## src/logic/gpio_port_pkg.sv

```systemverilog
`default_nettype none
package gpio_port_pkg;
  // Port shape
  localparam int PIN_COUNT = 6;
  localparam int CH_COUNT = 2;
  localparam int CH_PINS = 3;
  localparam int REG_W = 8;
  localparam int ADDR_W = 18;
  // Register indices; byte address is four times the index
  localparam logic [15:0] DIRECTION_INDEX = 16'hFFB8;
  localparam logic [15:0] DATA_INDEX = 16'hFFBA;
  localparam logic [17:0] DIRECTION_ADDR = {DIRECTION_INDEX, 2'h0};
  localparam logic [17:0] DATA_ADDR = {DATA_INDEX, 2'h0};
  // Reset and read-back values
  localparam logic [7:0] DIRECTION_RESET = 8'hC0;
  localparam logic [7:0] DATA_RESET = 8'hC0;
  localparam logic [7:0] DIRECTION_READ = 8'hFF;
  localparam logic [1:0] RESERVED_READ = 2'h3;
  // Pin roles inside one channel group
  localparam int TX_POS = 0;
  localparam int RX_POS = 1;
  localparam int CLK_POS = 2;
  // AXI responses
  localparam logic [1:0] RESP_OKAY = 2'h0;
  localparam logic [1:0] RESP_DECERR = 2'h3;
endpackage
`default_nettype wire

```

## src/logic/serial_pin_mux.sv

```systemverilog
`timescale 1ns/1ps
`default_nettype none
// Function select for the three pins of one serial channel
module serial_pin_mux
  import gpio_port_pkg::*;
(
  input wire logic [CH_PINS-1:0] dir_i,
  input wire logic [CH_PINS-1:0] data_i,
  input wire logic [CH_PINS-1:0] pin_level_i,
  input wire logic release_i,
  input wire logic external_clock_in_enable_i,
  input wire logic internal_clock_out_enable_i,
  input wire logic clocked_mode_i,
  input wire logic receiver_enable_i,
  input wire logic transmitter_enable_i,
  input wire logic transmit_line_i,
  input wire logic serial_clock_out_i,
  output logic [CH_PINS-1:0] pin_o,
  output logic [CH_PINS-1:0] pin_oe_o,
  output logic [CH_PINS-1:0] owned_o,
  output logic receive_line_o,
  output logic serial_clock_in_o
);
  wire clk_in_sel;
  wire clk_out_sel;
  wire rx_sel;
  wire tx_sel;

  // Standby release drops every serial claim at once
  assign clk_in_sel = !release_i && external_clock_in_enable_i;
  assign clk_out_sel = !release_i && !external_clock_in_enable_i &&
                       (clocked_mode_i || internal_clock_out_enable_i);
  assign rx_sel = !release_i && receiver_enable_i;
  assign tx_sel = !release_i && transmitter_enable_i;

  // Owned pins follow the channel, others follow direction and data
  assign owned_o = {clk_in_sel || clk_out_sel, rx_sel, tx_sel};
  assign pin_oe_o[TX_POS] = tx_sel ? 1'b1 : dir_i[TX_POS];
  assign pin_o[TX_POS] = tx_sel ? transmit_line_i : data_i[TX_POS];
  assign pin_oe_o[RX_POS] = rx_sel ? 1'b0 : dir_i[RX_POS];
  assign pin_o[RX_POS] = data_i[RX_POS];
  assign pin_oe_o[CLK_POS] = clk_in_sel ? 1'b0 :
                             (clk_out_sel ? 1'b1 : dir_i[CLK_POS]);
  assign pin_o[CLK_POS] = clk_out_sel ? serial_clock_out_i : data_i[CLK_POS];

  // Serial inputs always see the pin; the channel ignores them when idle
  assign receive_line_o = pin_level_i[RX_POS];
  assign serial_clock_in_o = pin_level_i[CLK_POS];
endmodule
`default_nettype wire

```

## src/logic/serial_shared_gpio_port.sv

```systemverilog
`timescale 1ns/1ps
`default_nettype none
// Operation
// Six two-way pins; selection never depends on an operating mode.
// Pin not owned by serial: direction one drives, zero is input.
// Direction register is write-only; any read returns all ones.
// Reset and hardware standby load direction with C0; software standby keeps it.
// Software standby initialises serial channels; pins fall back to general purpose.
// Data bits 7 and 6 ignore writes and read as one.
// Output-direction pin reads the latched data bit, not the pin.
// Input-direction pin reads the sampled pin, also under serial use.
// Reset and hardware standby load data with C0; software standby keeps it.
// Channel 0 uses pins 0,1,2 and channel 1 pins 3,4,5.
// Clock pin: input if external enable, output if clocked or internal.
// Receive pin is serial input while receiver enabled, else general purpose.
// Transmit pin drives serial data while transmitter enabled, else general purpose.
// Data writes always update the latch, whatever the pin function.
module serial_shared_gpio_port
  import gpio_port_pkg::*;
#(
  parameter int ADDR_BITS = ADDR_W
)
(
  input wire logic clk_i,
  input wire logic rst_i,
  input wire logic hw_standby_i,
  input wire logic sw_standby_i,
  input wire logic [ADDR_BITS-1:0] s_axi_awaddr,
  input wire logic [2:0] s_axi_awprot,
  input wire logic s_axi_awvalid,
  output logic s_axi_awready,
  input wire logic [31:0] s_axi_wdata,
  input wire logic [3:0] s_axi_wstrb,
  input wire logic s_axi_wvalid,
  output logic s_axi_wready,
  output logic [1:0] s_axi_bresp,
  output logic s_axi_bvalid,
  input wire logic s_axi_bready,
  input wire logic [ADDR_BITS-1:0] s_axi_araddr,
  input wire logic [2:0] s_axi_arprot,
  input wire logic s_axi_arvalid,
  output logic s_axi_arready,
  output logic [31:0] s_axi_rdata,
  output logic [1:0] s_axi_rresp,
  output logic s_axi_rvalid,
  input wire logic s_axi_rready,
  input wire logic [gpio_port_pkg::PIN_COUNT-1:0] pin_i,
  output logic [gpio_port_pkg::PIN_COUNT-1:0] pin_o,
  output logic [gpio_port_pkg::PIN_COUNT-1:0] pin_oe_o,
  input wire logic [gpio_port_pkg::CH_COUNT-1:0] external_clock_in_enable_i,
  input wire logic [gpio_port_pkg::CH_COUNT-1:0] internal_clock_out_enable_i,
  input wire logic [gpio_port_pkg::CH_COUNT-1:0] clocked_mode_i,
  input wire logic [gpio_port_pkg::CH_COUNT-1:0] receiver_enable_i,
  input wire logic [gpio_port_pkg::CH_COUNT-1:0] transmitter_enable_i,
  input wire logic [gpio_port_pkg::CH_COUNT-1:0] transmit_line_i,
  input wire logic [gpio_port_pkg::CH_COUNT-1:0] serial_clock_out_i,
  output logic [gpio_port_pkg::CH_COUNT-1:0] receive_line_o,
  output logic [gpio_port_pkg::CH_COUNT-1:0] serial_clock_in_o,
  output logic serial_init_o
);
  import gpio_port_pkg::*;

  // The decode compares full byte addresses, so the bus must carry them
  if (ADDR_BITS != ADDR_W) begin : g_bad_addr_bits
    $error("ADDR_BITS must equal the register address width");
  end

  //////////////////////////////////////////////////////////////////////////////
  // Storage and pin sampling

  logic [PIN_COUNT-1:0] direction;
  logic [PIN_COUNT-1:0] out_data;
  logic [PIN_COUNT-1:0] pin_meta;
  logic [PIN_COUNT-1:0] pin_sync;
  logic [PIN_COUNT-1:0] owned;

  // Two stages before anything looks at the pins
  always_ff @(posedge clk_i or posedge rst_i) begin
    if (rst_i) begin
      pin_meta <= '0;
      pin_sync <= '0;
    end else begin
      pin_meta <= pin_i;
      pin_sync <= pin_meta;
    end
  end

  //////////////////////////////////////////////////////////////////////////////
  // AXI4-Lite write path

  logic aw_held;
  logic w_held;
  logic [ADDR_BITS-1:0] aw_addr;
  logic [31:0] w_data;
  logic [3:0] w_strb;
  logic bvalid;
  logic [1:0] bresp;

  wire aw_take;
  wire w_take;
  wire do_write;
  wire wr_dir;
  wire wr_data;
  wire wr_low;

  // Address and data are taken in either order, one write at a time
  assign s_axi_awready = !aw_held && !bvalid;
  assign s_axi_wready = !w_held && !bvalid;
  assign aw_take = s_axi_awvalid && s_axi_awready;
  assign w_take = s_axi_wvalid && s_axi_wready;
  assign do_write = aw_held && w_held && !bvalid;
  assign wr_dir = aw_addr == DIRECTION_ADDR[ADDR_BITS-1:0];
  assign wr_data = aw_addr == DATA_ADDR[ADDR_BITS-1:0];
  assign wr_low = w_strb[0]; // Registers live in byte lane 0 only
  assign s_axi_bvalid = bvalid;
  assign s_axi_bresp = bresp;

  // Hold halves until both are present
  always_ff @(posedge clk_i or posedge rst_i) begin
    if (rst_i) begin
      aw_held <= 1'b0;
      aw_addr <= '0;
    end else if (aw_take) begin
      aw_held <= 1'b1;
      aw_addr <= s_axi_awaddr;
    end else if (do_write) begin
      aw_held <= 1'b0;
    end
  end

  always_ff @(posedge clk_i or posedge rst_i) begin
    if (rst_i) begin
      w_held <= 1'b0;
      w_data <= '0;
      w_strb <= '0;
    end else if (w_take) begin
      w_held <= 1'b1;
      w_data <= s_axi_wdata;
      w_strb <= s_axi_wstrb;
    end else if (do_write) begin
      w_held <= 1'b0;
    end
  end

  // Response stands until the master takes it
  always_ff @(posedge clk_i or posedge rst_i) begin
    if (rst_i) begin
      bvalid <= 1'b0;
      bresp <= RESP_OKAY;
    end else if (do_write) begin
      bvalid <= 1'b1;
      bresp <= (wr_dir || wr_data) ? RESP_OKAY : RESP_DECERR;
    end else if (s_axi_bready) begin
      bvalid <= 1'b0;
    end
  end

  //////////////////////////////////////////////////////////////////////////////
  // Port registers

  // Hardware standby clears like reset; software standby is not seen here
  always_ff @(posedge clk_i or posedge rst_i) begin
    if (rst_i) begin
      direction <= DIRECTION_RESET[PIN_COUNT-1:0];
    end else if (hw_standby_i) begin
      direction <= DIRECTION_RESET[PIN_COUNT-1:0];
    end else if (do_write && wr_dir && wr_low) begin
      direction <= w_data[PIN_COUNT-1:0];
    end
  end

  // Reserved top bits are not stored, so writes to them vanish
  always_ff @(posedge clk_i or posedge rst_i) begin
    if (rst_i) begin
      out_data <= DATA_RESET[PIN_COUNT-1:0];
    end else if (hw_standby_i) begin
      out_data <= DATA_RESET[PIN_COUNT-1:0];
    end else if (do_write && wr_data && wr_low) begin
      out_data <= w_data[PIN_COUNT-1:0];
    end
  end

  //////////////////////////////////////////////////////////////////////////////
  // AXI4-Lite read path

  logic rvalid;
  logic [31:0] rdata;
  logic [1:0] rresp;

  wire ar_take;
  wire rd_dir;
  wire rd_data;
  wire [PIN_COUNT-1:0] port_view;
  wire [31:0] next_rdata;

  // Output-direction pins read the latch, others the sampled level
  assign port_view = (out_data & direction) | (pin_sync & ~direction);
  assign s_axi_arready = !rvalid;
  assign ar_take = s_axi_arvalid && s_axi_arready;
  assign rd_dir = s_axi_araddr == DIRECTION_ADDR[ADDR_BITS-1:0];
  assign rd_data = s_axi_araddr == DATA_ADDR[ADDR_BITS-1:0];
  assign next_rdata = rd_dir ? {24'h000000, DIRECTION_READ} :
                      rd_data ? {24'h000000, RESERVED_READ, port_view} :
                      32'h00000000;
  assign s_axi_rvalid = rvalid;
  assign s_axi_rdata = rdata;
  assign s_axi_rresp = rresp;

  // Read data is captured once and held until rready
  always_ff @(posedge clk_i or posedge rst_i) begin
    if (rst_i) begin
      rvalid <= 1'b0;
      rdata <= '0;
      rresp <= RESP_OKAY;
    end else if (ar_take) begin
      rvalid <= 1'b1;
      rdata <= next_rdata;
      rresp <= (rd_dir || rd_data) ? RESP_OKAY : RESP_DECERR;
    end else if (s_axi_rready) begin
      rvalid <= 1'b0;
    end
  end

  //////////////////////////////////////////////////////////////////////////////
  // Pin function select

  // Channels are told to reset for as long as software standby lasts
  assign serial_init_o = sw_standby_i;

  // Same select in every mode: no mode input exists here
  genvar ch;
  generate
    for (ch = 0; ch < CH_COUNT; ch++) begin : g_ch
      // Channel ch sits on pins 3*ch .. 3*ch+2
      serial_pin_mux u_mux (
        .dir_i(direction[ch*CH_PINS +: CH_PINS]),
        .data_i(out_data[ch*CH_PINS +: CH_PINS]),
        .pin_level_i(pin_sync[ch*CH_PINS +: CH_PINS]),
        .release_i(sw_standby_i),
        .external_clock_in_enable_i(external_clock_in_enable_i[ch]),
        .internal_clock_out_enable_i(internal_clock_out_enable_i[ch]),
        .clocked_mode_i(clocked_mode_i[ch]),
        .receiver_enable_i(receiver_enable_i[ch]),
        .transmitter_enable_i(transmitter_enable_i[ch]),
        .transmit_line_i(transmit_line_i[ch]),
        .serial_clock_out_i(serial_clock_out_i[ch]),
        .pin_o(pin_o[ch*CH_PINS +: CH_PINS]),
        .pin_oe_o(pin_oe_o[ch*CH_PINS +: CH_PINS]),
        .owned_o(owned[ch*CH_PINS +: CH_PINS]),
        .receive_line_o(receive_line_o[ch]),
        .serial_clock_in_o(serial_clock_in_o[ch])
      );
    end
  endgenerate

  // Bus side band signals carry nothing this block uses
  wire unused_prot;
  assign unused_prot = ^{s_axi_awprot, s_axi_arprot, w_strb[3:1], w_data[31:PIN_COUNT]};
endmodule
`default_nettype wire

```

## config.mk

```make
export PLATFORM = sky130hd
export DESIGN_NAME = serial_shared_gpio_port
export DESIGN_NICKNAME = d
export VERILOG_FILES = /design/src/logic/gpio_port_pkg.sv /design/src/logic/serial_pin_mux.sv /design/src/logic/serial_shared_gpio_port.sv
export SDC_FILE = /design/constraint.sdc
export NUM_CORES = 1
export LEC_CHECK = 0
export BUFFER_PORTS_ARGS = -buffer_cell sky130_fd_sc_hd__clkbuf_2
export CELL_PAD_IN_SITES_DETAIL_PLACEMENT = 0
export CELL_PAD_IN_SITES_GLOBAL_PLACEMENT = 1
export CORE_MARGIN = 5
export CORE_UTILIZATION = 36
export CTS_BUF_LIST = sky130_fd_sc_hd__clkbuf_2
export DETAILED_ROUTE_END_ITERATION = 10
export PLACE_DENSITY = 0.94
export SETUP_SLACK_MARGIN = 0.5
export SKIP_CTS_REPAIR_TIMING = 1
export SYNTH_ARGS = -nofsm -noshare
export SYNTH_HDL_FRONTEND = slang
export SYNTH_SLANG_ARGS = --single-unit
```

## constraint.sdc

```tcl
create_clock -name clk_i -period 5.36 [get_ports clk_i]
set_clock_uncertainty 0.15 [all_clocks]
set_input_delay 0.268 -clock clk_i [delete_from_list [all_inputs] [get_ports clk_i]]
set_output_delay 0.268 -clock clk_i [all_outputs]
set_load 0.05 [all_outputs]
```

### Word-level counts from Yosys, hierarchy flattened

Index checks and enable logic that the tools add are counted.

* equal/unequal tests: 4
* mux-type cells: 27
* bitwise operators: 4
* reduce and logical (&&, ||, !) cells: 38

Operators by type and width (number)
* $eq 18x18->1 const B: 4
* $mux 6: 4
* $logic_and 1x1->1: 21
* $mux 1: 19
* $mux 8: 2
* $and 6x6->6: 2
* $reduce_bool 2->1: 6
* $logic_not 1->1: 7
* $not 6->6: 1
* $or 6x6->6: 1
* $logic_or 1x1->1: 4
* $mux 2: 2

* input bits: 107
* register bits: 89
* logic and storage cells: 87
* output and inout bits: 58

### Longest topological paths before layout

Gate-level depths: netlist of run 1.

* depth in word-level cells: 6
* mapped depth: 5

### Hierarchy

A second synthesis of run 1 with hierarchy kept.

* cell total of the unflattened synthesis: 259
* area total of the unflattened synthesis: 2952.8 um^2

By module, submodules not included
* serial_shared_gpio_port: area an instance 2675.1 um^2, seq. area each 1551.5 um^2, times used 1, cells an instance 223
* serial_pin_mux: area an instance 138.9 um^2, seq. area each 0.0 um^2, times used 2, cells an instance 18

### Least setup slack after synthesis of run 1

No wires, ideal clock.

* path kind: register to register
* start point: register bvalid (netlist: s_axi_bvalid)
* end point: register aw_addr[0]
* setup time: 125 ps
* data required time: 5085 ps
* slack: 2751 ps
* stages on the path, launching flop included: 6
* arrival time: 2334 ps
* path through: dfrtp_1 > nor2_1 > and2_1 > buf_2 > buf_2 > mux2_2

* cells in the longest elaborated chain, start to end: 3

Ends and longest elaborated chain
* from (decl): line serial_shared_gpio_port.sv:96 `logic bvalid;`
* from (signal assigned): line serial_shared_gpio_port.sv:148 `bvalid <= 1'b0;`
* from (signal assigned): line serial_shared_gpio_port.sv:151 `bvalid <= 1'b1;`
* from (signal assigned): line serial_shared_gpio_port.sv:154 `bvalid <= 1'b0;`
* $logic_not 1->1: line serial_shared_gpio_port.sv:107 `assign s_axi_awready = !aw_held && !bvalid;`
* $logic_and 1x1->1: line serial_shared_gpio_port.sv:107
* via s_axi_awready: line serial_shared_gpio_port.sv:31 `output logic s_axi_awready,`
* $logic_and 1x1->1: line serial_shared_gpio_port.sv:109 `assign aw_take = s_axi_awvalid && s_axi_awready;`
* to (signal assigned): line serial_shared_gpio_port.sv:125 `aw_addr <= s_axi_awaddr;`
* to (decl): line serial_shared_gpio_port.sv:93 `logic [ADDR_BITS-1:0] aw_addr;`

The timed path passes the listed nets, and every way through them passes these cells.
A chain may end at the register's enable or synchronous reset.

### Final worst setup path of run 1

* start point: register bvalid (netlist: s_axi_bvalid)
* end point: register aw_addr[15]

* cells in the longest elaborated chain, start to end: 3

Ends and longest elaborated chain (line)
* $logic_not 1->1: serial_shared_gpio_port.sv:107
* $logic_and 1x1->1: serial_shared_gpio_port.sv:107
* $logic_and 1x1->1: serial_shared_gpio_port.sv:109

Every way passes these cells.

==> metrics.txt, run 1 <==
# TYPE chip_impl_metric gauge
chip_impl_metric{name="die_x",unit="um"} 99.7
chip_impl_metric{name="r2r_setup_slack",unit="ns"} 3.35
chip_impl_info{name="synth_top_cell_by_area",value="dfrtp_1"} 1
chip_impl_metric{name="ir_drop",unit="V"} 0.000268
chip_impl_metric{name="synth_warnings",unit=""} 0
chip_impl_metric{name="fraction_of_layout_cells_with_a_size_suffix_above_1",unit="%"} 41.6
chip_impl_metric{name="grt_antenna_before_repair",unit=""} 0
chip_impl_metric{name="yosys_register_bits",unit=""} 62
chip_impl_metric{name="async_reset_ff_share",unit="%"} 100
chip_impl_metric{name="static-leakage-power",unit="nW"} 1.86
chip_impl_metric{name="postLayoutCoreUtil",unit="%"} 49.5
chip_impl_info{name="whs_endpoint",value="s_axi_rdata[6]"} 1
chip_impl_metric{name="wl",unit="mm"} 6.94
chip_impl_metric{name="drcViolationCount",unit=""} 0
chip_impl_metric{name="gp_congestion",unit=""} 0.823
chip_impl_info{name="yosys-top-cells-area",value="dfrtp_1 54%, mux2_2 13%, buf_4 8.8%"} 1
chip_impl_metric{name="cts_made_buffers",unit=""} 9
chip_impl_info{name="status",value="finished, final reports clean"} 1
chip_impl_metric{name="tns",unit="ns"} 0
chip_impl_metric{name="std_cell_rows",unit=""} 32
chip_impl_info{name="timing.critical_path.from",value="s_axi_bvalid"} 1
chip_impl_info{name="tritoncts_clock_tree",value="done"} 1
chip_impl_info{name="ctsRootBufferMaster",value="clkbuf_2"} 1
chip_impl_metric{name="fin_cells",unit=""} 494
chip_impl_metric{name="maxSlewHeadroom",unit="%"} 46.8
chip_impl_metric{name="critical_path_arrival",unit="ns"} 2.20
chip_impl_metric{name="synth.avg_cell_area",unit="um^2"} 11.5
chip_impl_metric{name="design.portCount",unit=""} 165
chip_impl_metric{name="grt_first_pass_wirelength",unit="mm"} 10.6
chip_impl_metric{name="synth_top_cell_area_share",unit="%"} 53.5
chip_impl_metric{name="power.density_cell_area",unit="nW/um^2"} 373
chip_impl_info{name="hold_path_class",value="in -> reg"} 1
chip_impl_metric{name="grt_usage",unit="%"} 13.5
chip_impl_info{name="yosysMostFrequentCell",value="dfrtp_1"} 1
chip_impl_metric{name="cp.required",unit="ns"} 5.55
chip_impl_metric{name="post_synth_cell_types",unit=""} 35
chip_impl_metric{name="placed_cells",unit=""} 441
chip_impl_info{name="hold_start",value="s_axi_araddr[16]"} 1
chip_impl_metric{name="fillers",unit=""} 738
chip_impl_metric{name="final-max-slew-violation-count",unit=""} 0
chip_impl_metric{name="clk_transition_reported_paths",unit="ns"} 0.16
chip_impl_metric{name="chipHeight",unit="um"} 99.7
chip_impl_metric{name="grt.overflow.total",unit=""} 0
chip_impl_metric{name="finalNetCount",unit=""} 496
chip_impl_metric{name="max_freq",unit="MHz"} 498
chip_impl_metric{name="via_count_of_the_first_global_routing_pass",unit=""} 2219
chip_impl_metric{name="design.core.area",unit="um^2"} 7770
chip_impl_metric{name="maximum_number_of_pins_on_one_net_before_global_route_repair",unit=""} 63
chip_impl_metric{name="drt_iter0_markers",unit=""} 58
chip_impl_metric{name="cp_max_fo",unit=""} 19
chip_impl_metric{name="setup_viol",unit=""} 0
chip_impl_metric{name="worst_slew_pin_slew",unit="ns"} 0.798
chip_impl_info{name="post_synth_most_frequent_cells",value="62 x dfrtp_1, 34 x buf_4, 34 x mux2_2"} 1
chip_impl_metric{name="yosysSeqAreaShare",unit="%"} 53.5
chip_impl_metric{name="clk-insertion-delay-late",unit="ns"} 0.45
chip_impl_info{name="crit-reg2reg-capture",value="aw_addr[15]"} 1
chip_impl_metric{name="clock_path_buffers",unit=""} 2
chip_impl_metric{name="dp_hpwl",unit="mm"} 5.16
chip_impl_metric{name="cts_max_level",unit=""} 3
chip_impl_metric{name="vias",unit=""} 2315
chip_impl_metric{name="drt-wirelength-per-cell",unit="um"} 14.1
chip_impl_metric{name="number_of_flops_mapped_to_enable_cells_by_yosys",unit=""} 0
chip_impl_metric{name="antenna_cells_inserted",unit=""} 0
chip_impl_metric{name="drtPass1Iterations",unit=""} 4
chip_impl_metric{name="route.antenna.remaining_nets",unit=""} 0
chip_impl_metric{name="cts_num_sinks",unit=""} 62
chip_impl_metric{name="count_of_mapped_cells_out_of_synthesis",unit=""} 251
chip_impl_info{name="setup_repair_after_global_routing_missed_its_margin",value="false"} 1
chip_impl_info{name="dominantRegCellSynth",value="dfrtp_1"} 1
chip_impl_info{name="reg2reg_from",value="s_axi_bvalid"} 1
chip_impl_info{name="end_kind",value="register"} 1
chip_impl_metric{name="initial_utilization",unit="%"} 37.3
chip_impl_metric{name="fin_crit",unit="ns"} 2.01
chip_impl_metric{name="drv_cap",unit=""} 0
chip_impl_info{name="worst-setup-path-type",value="reg -> reg"} 1
chip_impl_metric{name="holdPathStages",unit=""} 3
chip_impl_metric{name="netlist_area",unit="um^2"} 2900
chip_impl_metric{name="finalHoldViolCount",unit=""} 0
chip_impl_info{name="critical_path.startpoint_type",value="register"} 1
chip_impl_metric{name="numPortBuffers",unit=""} 105
chip_impl_metric{name="period_share",unit="%"} 37.5
chip_impl_metric{name="r2r.worst_path.cells",unit=""} 3
chip_impl_metric{name="dieArea",unit="um^2"} 9940
chip_impl_metric{name="area_growth_syn_to_layout",unit="%"} 32.6
chip_impl_metric{name="routed_via_density",unit=""} 4.69
[layout by cell type (no fill, tap or decap), drive strengths merged]
| cell | netlist | layout |
|---|---|---|
| nor2b | 5 | 5 |
| or2 | 2 | 2 |
| dlygate4sd3 | 0 | 39 |
| clkbuf | 3 | 117 |
| and3 | 1 | 1 |
| a22oi | 1 | 1 |
| a21oi | 14 | 14 |
| nand3 | 13 | 13 |
| nor4 | 3 | 3 |
| o21a | 1 | 1 |
| nor3 | 5 | 5 |
| a21boi | 2 | 2 |
| or3 | 1 | 1 |
| mux2 | 34 | 34 |
| and4b | 2 | 2 |
| a21o | 2 | 2 |
| or4b | 1 | 1 |
| nand4 | 1 | 1 |
| nand4b | 4 | 4 |
| o22ai | 6 | 6 |
| nand2 | 6 | 6 |
| and2 | 1 | 1 |
| o21ai | 15 | 15 |
| clkinv | 0 | 1 |
| bufinv | 0 | 1 |
| dfrtp | 62 | 62 |
| inv | 6 | 6 |
| conb | 1 | 24 |
| or4 | 2 | 2 |
| a41oi | 1 | 1 |
| buf | 38 | 2 |
| nor2 | 16 | 16 |
| nand3b | 1 | 1 |
[layer usage]
layer  vias up  track usage, %  wire length (um)
met5         -               0                 0
met4         0            3.68                37
met3         6            5.82               586
met2        97            22.3              3580
met1      1112            16.2              2740
li1       1100               -                 -
[metrics by stage]
stage               total power, mW  instance area (um^2)  setup slack [ns]  hold WS [ns]
finish                         1.43                  3840              3.35        0.0626
detailed placement             1.17                  3360              3.34         0.190
global route                   1.53                  3840              3.20        0.0181
floorplan                      1.07                  2980              2.75         0.149
CTS                            1.43                  3450              3.31        -0.304
global placement               1.15                  3360              3.39         0.182
[worst max-delay path by stage]
stage / endpoint / slack (ns) / depth (start not counted)
floorplan: aw_addr[0] / 2.75 / 5
global placement: aw_addr[13] / 3.39 / 3
detailed placement: aw_addr[6] / 3.34 / 3
CTS: aw_addr[15] / 3.31 / 3
global route: aw_addr[12] / 3.20 / 3
finish: aw_addr[15] / 3.35 / 3
[layout make-up]
| class | count | area (um^2) | share of cell area, % |
|---|---|---|---|
| clock inverter | 2 | 35.0 | 0.912 |
| sequential | 62 | 1550 | 40.4 |
| tap | 102 | 128 | 3.32 |
| inverter | 6 | 22.5 | 0.586 |
| clock buffer | 12 | 60.1 | 1.56 |
| timing repair buffer | 146 | 931 | 24.2 |
| multi-input combinational | 164 | 1110 | 29.0 |
[flip-flops by register name (all words and copies together) (netlist names)]
name          count
pin_meta          6
s_axi_bvalid      1
pin_sync          6
w_data            6
s_axi_rdata       7
w_held            1
s_axi_rresp       1
w_strb            1
s_axi_bresp       1
direction         6
s_axi_rvalid      1
aw_addr          18
aw_held           1
out_data          6
[worst max-delay path: stages, from the launching register on]
cell and delay [ns]:
dfrtp_1 0.47, nor2_1 0.19, and2_1 0.68, mux2_2 0.41
[logic make-up after synthesis]
group / count (synthesis) / share of synthesized area, %
AO/OA/AOI/OAI: 42 / 8.81
buffers and inverters: 48 / 11.0
AND/OR/NAND/NOR: 64 / 13.3
flip-flops: 62 / 53.5
multiplexers: 34 / 13.2
other: 1 / 0.129
[power breakdown]
group | leakage, nW | total [mW] | internal, mW | switching, mW
clock network | 0.0679 | 0.261 | 0.108 | 0.152
registers | 0.756 | 0.679 | 0.593 | 0.0860
logic | 1.04 | 0.495 | 0.198 | 0.297
(Power assumes the default switching activity.)
==> inputs of run 2 (changes only) <==
--- a/config.mk
+++ b/config.mk
@@ -9,10 +9,10 @@
 export CELL_PAD_IN_SITES_DETAIL_PLACEMENT = 0
 export CELL_PAD_IN_SITES_GLOBAL_PLACEMENT = 1
 export CORE_MARGIN = 5
-export CORE_UTILIZATION = 36
+export CORE_UTILIZATION = 30
 export CTS_BUF_LIST = sky130_fd_sc_hd__clkbuf_2
 export DETAILED_ROUTE_END_ITERATION = 10
-export PLACE_DENSITY = 0.94
+export PLACE_DENSITY = 0.84
 export SETUP_SLACK_MARGIN = 0.5
 export SKIP_CTS_REPAIR_TIMING = 1
 export SYNTH_ARGS = -nofsm -noshare
==> constraint.sdc (replaced) <==
create_clock -name clk_i -period 1.8 [get_ports clk_i]
set_clock_uncertainty 0.15 [all_clocks]
set_input_delay 0.09 -clock clk_i [delete_from_list [all_inputs] [get_ports clk_i]]
set_output_delay 0.09 -clock clk_i [all_outputs]
set_load 0.05 [all_outputs]
==> metrics.txt, run 2 (synthesized netlist as in run 1, its figures left out) <==
# TYPE chip_impl_metric gauge
chip_impl_info{name="status",value="finished with violations"} 1
chip_impl_info{name="violated_checks",value="negative setup slack"} 1
chip_impl_metric{name="fin_crit",unit="ns"} 1.84
chip_impl_metric{name="design.core.area",unit="um^2"} 9330
chip_impl_metric{name="drcViolationCount",unit=""} 0
chip_impl_metric{name="pre_cts_ws",unit="ns"} -0.0271
chip_impl_metric{name="drtPass1Iterations",unit=""} 4
chip_impl_info{name="critical_path.startpoint_type",value="register"} 1
chip_impl_metric{name="cts_num_sinks",unit=""} 62
chip_impl_metric{name="grt_first_pass_wirelength",unit="mm"} 10.8
chip_impl_metric{name="chipHeight",unit="um"} 108
chip_impl_info{name="hold_path_class",value="in -> reg"} 1
chip_impl_info{name="worst-setup-path-type",value="reg -> reg"} 1
chip_impl_metric{name="die_x",unit="um"} 108
chip_impl_metric{name="drt-wirelength-per-cell",unit="um"} 15.5
chip_impl_info{name="critical_path.cell_chain",value="nand4b_1 -> or4_4 -> o21ai_1 -> a21oi_1"} 1
chip_impl_metric{name="critical_path_arrival",unit="ns"} 2.07
chip_impl_info{name="most-common-layout-cells",value="81 x clkbuf_2, 59 x dfrtp_1, 46 x dlygate4sd3_1"} 1
chip_impl_metric{name="via_count_of_the_first_global_routing_pass",unit=""} 2164
chip_impl_metric{name="finalNetCount",unit=""} 543
chip_impl_metric{name="max_freq",unit="MHz"} 544
chip_impl_info{name="largest_register",value="aw_addr"} 1
chip_impl_info{name="end_kind",value="register"} 1
chip_impl_metric{name="route.antenna.remaining_nets",unit=""} 0
chip_impl_metric{name="numPortBuffers",unit=""} 105
chip_impl_metric{name="cp.required",unit="ns"} 2.04
chip_impl_metric{name="vias",unit=""} 2586
chip_impl_metric{name="grt_usage",unit="%"} 11.9
chip_impl_metric{name="clk-insertion-delay-late",unit="ns"} 0.49
chip_impl_metric{name="setup_viol",unit=""} 10
chip_impl_metric{name="cts_made_buffers",unit=""} 9
chip_impl_metric{name="area_growth_syn_to_layout",unit="%"} 68.5
chip_impl_info{name="ctsRootBufferMaster",value="clkbuf_2"} 1
chip_impl_metric{name="routed_via_density",unit=""} 4.54
chip_impl_info{name="tritoncts_clock_tree",value="done"} 1
chip_impl_metric{name="clk_transition_reported_paths",unit="ns"} 0.20
chip_impl_metric{name="dp_hpwl",unit="mm"} 5.65
chip_impl_metric{name="dieArea",unit="um^2"} 11700
chip_impl_metric{name="largest_register_ffs",unit=""} 18
chip_impl_metric{name="delay_of_the_slowest_cell_on_the_worst_path",unit="ns"} 0.57
chip_impl_metric{name="static-leakage-power",unit="nW"} 2.31
chip_impl_metric{name="power.density_cell_area",unit="nW/um^2"} 1160
chip_impl_info{name="leading_cell_type_in_the_layout_fill_and_taps_excluded",value="clkbuf_2"} 1
chip_impl_metric{name="ir_drop",unit="V"} 0.00118
chip_impl_metric{name="postLayoutCoreUtil",unit="%"} 52.3
chip_impl_metric{name="fillers",unit=""} 819
chip_impl_metric{name="layout.cell_area.non_filler",unit="um^2"} 4880
chip_impl_metric{name="drt_iter0_markers",unit=""} 72
chip_impl_metric{name="total_power",unit="mW"} 5.67
chip_impl_metric{name="initial_utilization",unit="%"} 31.1
chip_impl_metric{name="drt-met1-wl",unit="mm"} 3.36
chip_impl_metric{name="detailroute.wirelength.met2",unit="mm"} 4.77
chip_impl_metric{name="design.portCount",unit=""} 165
chip_impl_info{name="highest_layer",value="met4"} 1
chip_impl_metric{name="post_dp_cell_area",unit="um^2"} 3560
chip_impl_metric{name="cp_max_fo",unit=""} 6
chip_impl_metric{name="fin_ws",unit="ns"} -0.0379
chip_impl_info{name="cp_slowest_cell",value="or4_4"} 1
chip_impl_info{name="setup_repair_after_global_routing_missed_its_margin",value="true"} 1
chip_impl_metric{name="clock_path_buffers",unit=""} 2
chip_impl_metric{name="std_cell_rows",unit=""} 35
chip_impl_metric{name="drv_cap",unit=""} 0
chip_impl_metric{name="maximum_number_of_pins_on_one_net_before_global_route_repair",unit=""} 63
chip_impl_metric{name="met3_length",unit="um"} 601
chip_impl_metric{name="antenna_cells_inserted",unit=""} 0
chip_impl_metric{name="fraction_of_layout_cells_with_a_size_suffix_above_1",unit="%"} 53.7
chip_impl_metric{name="gp_congestion",unit=""} 0.765
chip_impl_metric{name="grt_antenna_before_repair",unit=""} 0
chip_impl_metric{name="final-max-slew-violation-count",unit=""} 0
chip_impl_metric{name="tns",unit="ns"} -0.206
chip_impl_metric{name="finalHoldViolCount",unit=""} 0
chip_impl_metric{name="wl",unit="mm"} 8.81
chip_impl_metric{name="grt.overflow.total",unit=""} 0
chip_impl_metric{name="cts_max_level",unit=""} 3
chip_impl_metric{name="period_share",unit="%"} 102
## run 2: power breakdown
group          internal, mW  switching (mW)
Combinational          1.36            1.18
Clock                 0.479           0.573
Sequential             1.77           0.304
## run 2: worst max-delay path: cells and delay by family, from the launching register on
| family | cells | cell delay, ns |
|---|---|---|
| AOI/OAI and AO/OA | 2 | 0.23 |
| DFF | 1 | 0.44 |
| and+or+nand+nor | 2 | 0.91 |
## run 2: metal layers
metal  track usage (%)  up-vias
met4              2.98        0
met1              14.0     1267
met5                 0        -
li1                  -     1205
met2              20.5      105
met3              4.72        9
## run 2: final timing paths
kind                                  start            to  depth (start not counted)  slack (ns)
worst max-delay path             aw_addr[8]  direction[3]                          4       -0.04
worst min-delay path               pin_i[1]   pin_meta[1]                          2        0.08
worst max register to register   aw_addr[8]  direction[3]                          4       -0.04
worst min register to register  pin_meta[1]   pin_sync[1]                          0        0.21
max in group asynchronous             rst_i  s_axi_bvalid                          5        0.57
min in group asynchronous             rst_i     w_data[5]                          5        0.62
## run 2: area by class of cell
| class | instances | area (um^2) | area share [%] |
|---|---|---|---|
| timing repair buffer | 192 | 1640 | 33.5 |
| sequential | 62 | 1560 | 31.9 |
| multi-input combinational | 165 | 1350 | 27.7 |
| tap | 129 | 161 | 3.31 |
| clock inverter | 7 | 103 | 2.10 |
| clock buffer | 9 | 45.0 | 0.923 |
| inverter | 6 | 30.0 | 0.615 |
## run 2: through the flow
step,hold WS (ns),instances
floorplan,-0.0286,274
global placement,0.0412,479
detailed placement,0.0457,479
CTS,-0.571,495
global route,0.000763,570
finish,0.0766,570
==> inputs of run 3 (changes only) <==
--- a/config.mk
+++ b/config.mk
@@ -5,6 +5,7 @@
 export SDC_FILE = /design/constraint.sdc
 export NUM_CORES = 1
 export LEC_CHECK = 0
+export ABC_AREA = 1
 export BUFFER_PORTS_ARGS = -buffer_cell sky130_fd_sc_hd__clkbuf_2
 export CELL_PAD_IN_SITES_DETAIL_PLACEMENT = 0
 export CELL_PAD_IN_SITES_GLOBAL_PLACEMENT = 1
@@ -12,9 +13,11 @@
 export CORE_UTILIZATION = 30
 export CTS_BUF_LIST = sky130_fd_sc_hd__clkbuf_2
 export DETAILED_ROUTE_END_ITERATION = 10
-export PLACE_DENSITY = 0.84
+export MAX_ROUTING_LAYER = met4
+export PLACE_DENSITY = 0.85
 export SETUP_SLACK_MARGIN = 0.5
 export SKIP_CTS_REPAIR_TIMING = 1
 export SYNTH_ARGS = -nofsm -noshare
 export SYNTH_HDL_FRONTEND = slang
+export SYNTH_HIERARCHICAL = 1
 export SYNTH_SLANG_ARGS = --single-unit
==> metrics.txt, run 3 <==
# TYPE chip_impl_metric gauge
chip_impl_metric{name="fraction_of_layout_cells_with_a_size_suffix_above_1",unit="%"} 46.6
chip_impl_metric{name="clock_path_buffers",unit=""} 2
chip_impl_metric{name="drtPass1Iterations",unit=""} 4
chip_impl_metric{name="setup_viol",unit=""} 0
chip_impl_metric{name="worst_slew_pin_slew",unit="ns"} 0.555
chip_impl_info{name="end_kind",value="register"} 1
chip_impl_metric{name="fin_cells",unit=""} 688
chip_impl_metric{name="ir_drop",unit="V"} 0.00102
chip_impl_info{name="highest_layer",value="met4"} 1
chip_impl_info{name="hold_path_class",value="in -> async"} 1
chip_impl_metric{name="largest_register_ffs",unit=""} 18
chip_impl_info{name="ctsRootBufferMaster",value="clkbuf_2"} 1
chip_impl_metric{name="period_share",unit="%"} 88.4
chip_impl_metric{name="gp_congestion",unit=""} 0.767
chip_impl_metric{name="synth.avg_cell_area",unit="um^2"} 8.84
chip_impl_metric{name="worstPathBufferInverterCount",unit=""} 2
chip_impl_metric{name="cts_num_sinks",unit=""} 62
chip_impl_info{name="leading_cell_type_in_the_layout_fill_and_taps_excluded",value="clkbuf_2"} 1
chip_impl_metric{name="cts_max_level",unit=""} 3
chip_impl_metric{name="initial_utilization",unit="%"} 30.7
chip_impl_metric{name="cts_made_buffers",unit=""} 9
chip_impl_metric{name="clk_transition_reported_paths",unit="ns"} 0.20
chip_impl_metric{name="grt_first_pass_wirelength",unit="mm"} 11.7
chip_impl_metric{name="power.density_cell_area",unit="nW/um^2"} 1060
chip_impl_metric{name="die_x",unit="um"} 113
chip_impl_metric{name="cp.required",unit="ns"} 2.06
chip_impl_metric{name="placed_cells",unit=""} 584
chip_impl_metric{name="final-max-slew-violation-count",unit=""} 0
chip_impl_info{name="critical-path-top-delay-family",value="simple AND/OR/NAND/NOR gates"} 1
chip_impl_metric{name="numPortBuffers",unit=""} 105
chip_impl_metric{name="antenna_cells_inserted",unit=""} 0
chip_impl_metric{name="route.antenna.remaining_nets",unit=""} 0
chip_impl_metric{name="clk-insertion-delay-late",unit="ns"} 0.46
chip_impl_metric{name="grt_usage",unit="%"} 11.6
chip_impl_metric{name="dieArea",unit="um^2"} 12700
chip_impl_info{name="timing.critical_path.from",value="aw_addr[14]"} 1
chip_impl_metric{name="design.core.area",unit="um^2"} 10300
chip_impl_metric{name="drcViolationCount",unit=""} 0
chip_impl_metric{name="fin_crit",unit="ns"} 1.59
chip_impl_info{name="worst-setup-path-type",value="reg -> reg"} 1
chip_impl_info{name="setup_repair_after_global_routing_missed_its_margin",value="true"} 1
chip_impl_metric{name="chipHeight",unit="um"} 113
chip_impl_metric{name="wl",unit="mm"} 8.78
chip_impl_metric{name="maximum_number_of_pins_on_one_net_before_global_route_repair",unit=""} 44
chip_impl_metric{name="critical_path_arrival",unit="ns"} 1.85
chip_impl_metric{name="detailroute.wirelength.met2",unit="mm"} 4.66
chip_impl_info{name="critical_path.startpoint_type",value="register"} 1
chip_impl_info{name="status",value="finished, final reports clean"} 1
chip_impl_metric{name="tns",unit="ns"} 0
chip_impl_info{name="reg2reg_from",value="aw_addr[14]"} 1
chip_impl_metric{name="dp_hpwl",unit="mm"} 5.71
chip_impl_metric{name="static-leakage-power",unit="nW"} 2.69
chip_impl_info{name="tritoncts_clock_tree",value="done"} 1
chip_impl_metric{name="synth_warnings",unit=""} 6
chip_impl_metric{name="vias",unit=""} 2830
chip_impl_metric{name="grt.overflow.total",unit=""} 0
chip_impl_info{name="critical_path.cell_chain",value="nand2_1 -> nor3_2 -> nand2_1 -> nor2_4 -> buf_4 -> buf_4 -> nand3_1 -> nand2_1"} 1
chip_impl_metric{name="whs",unit="ns"} 0.00244
chip_impl_metric{name="area_growth_syn_to_layout",unit="%"} 60.5
chip_impl_metric{name="max_freq",unit="MHz"} 628
chip_impl_metric{name="drt-met1-wl",unit="mm"} 3.52
chip_impl_metric{name="fin_ws",unit="ns"} 0.208
chip_impl_metric{name="drv_cap",unit=""} 0
chip_impl_metric{name="finalNetCount",unit=""} 654
chip_impl_metric{name="finalHoldViolCount",unit=""} 0
chip_impl_metric{name="count_of_mapped_cells_out_of_synthesis",unit=""} 357
chip_impl_metric{name="routed_via_density",unit=""} 4.11
chip_impl_info{name="most_used_cell_cp",value="nand2_1"} 1
chip_impl_metric{name="std_cell_rows",unit=""} 37
chip_impl_metric{name="netlist_area",unit="um^2"} 3150
chip_impl_info{name="most-common-layout-cells",value="84 x clkbuf_2, 59 x nand2_1, 58 x dfrtp_1"} 1
chip_impl_metric{name="drt_iter0_markers",unit=""} 118
chip_impl_metric{name="maxSlewHeadroom",unit="%"} 63.0
chip_impl_metric{name="postLayoutCoreUtil",unit="%"} 49.3
chip_impl_metric{name="via_count_of_the_first_global_routing_pass",unit=""} 2501
chip_impl_info{name="cp_slowest_cell",value="dfrtp_1"} 1
chip_impl_metric{name="met3_length",unit="um"} 497
chip_impl_metric{name="drt-wirelength-per-cell",unit="um"} 12.8
chip_impl_metric{name="pre_cts_ws",unit="ns"} 0.198
chip_impl_metric{name="design.portCount",unit=""} 165
chip_impl_metric{name="delay_of_the_slowest_cell_on_the_worst_path",unit="ns"} 0.41
chip_impl_metric{name="cp_max_fo",unit=""} 7
chip_impl_metric{name="grt_antenna_before_repair",unit=""} 0
chip_impl_info{name="largest_register",value="aw_addr"} 1
==> run 3: cell types whose count changed in the layout (fill, tap and decap cells not counted), moves of 8 or more <==
cell / previous run / this run
a21oi_1: 11 / 2
mux2_4: 28 / 9
buf_8: 12 / 3
nor2_1: 11 / 43
inv_1: 4 / 36
nand2_1: 3 / 59
nand3_1: 12 / 20
buf_4: 29 / 37
a21oi_2: 3 / 12
nand3_2: 1 / 11
==> run 3: report_power, final <==
| part | switching, mW | total [mW] | internal (mW) | leakage [nW] |
|---|---|---|---|---|
| clock | 0.495 | 0.829 | 0.335 | 0.0719 |
| sequential | 0.259 | 2.02 | 1.76 | 0.741 |
| combinational | 1.38 | 2.52 | 1.14 | 1.88 |
==> run 3: per-layer routing <==
metal	vias to the layer above	track usage, %
li1	1437	-
met1	1302	14.6
met2	82	18.1
met3	9	2.91
met4	0	4.09
met5	-	-
==> run 3: path summary, 6_finish.rpt <==
path	endpoint	slack [ns]	cells after the start
setup reg to reg	direction[3]	0.21	8
max in group asynchronous	out_data[4]	0.90	4
setup / recovery	direction[3]	0.21	8
hold / removal	pin_meta[0]	0.002	3
min in group clk_i	s_axi_rresp[0]	0.01	8
hold reg to reg	pin_sync[1]	0.22	0
==> run 3: area by class of cell <==
cell class,instances,area [um^2]
multi-input combinational,236,1500
sequential,62,1560
clock inverter,4,47.5
clock buffer,12,60.1
inverter,47,194
timing repair buffer,191,1540
tap,136,170
fill,958,5210
==> run 3: worst min-delay path, delay by kind of cell <==
kind | cells | cell delay (ns)
buffers and inverters | 3 | 0.97
==> run 3: through the flow <==
stage,power (mW),instance area [um^2]
2_1_floorplan,3.50,3390
3_3_place_gp,3.73,3820
3_5_place_dp,3.79,3820
4_1_cts,4.63,3930
5_1_grt,5.68,5060
6_report,5.36,5060
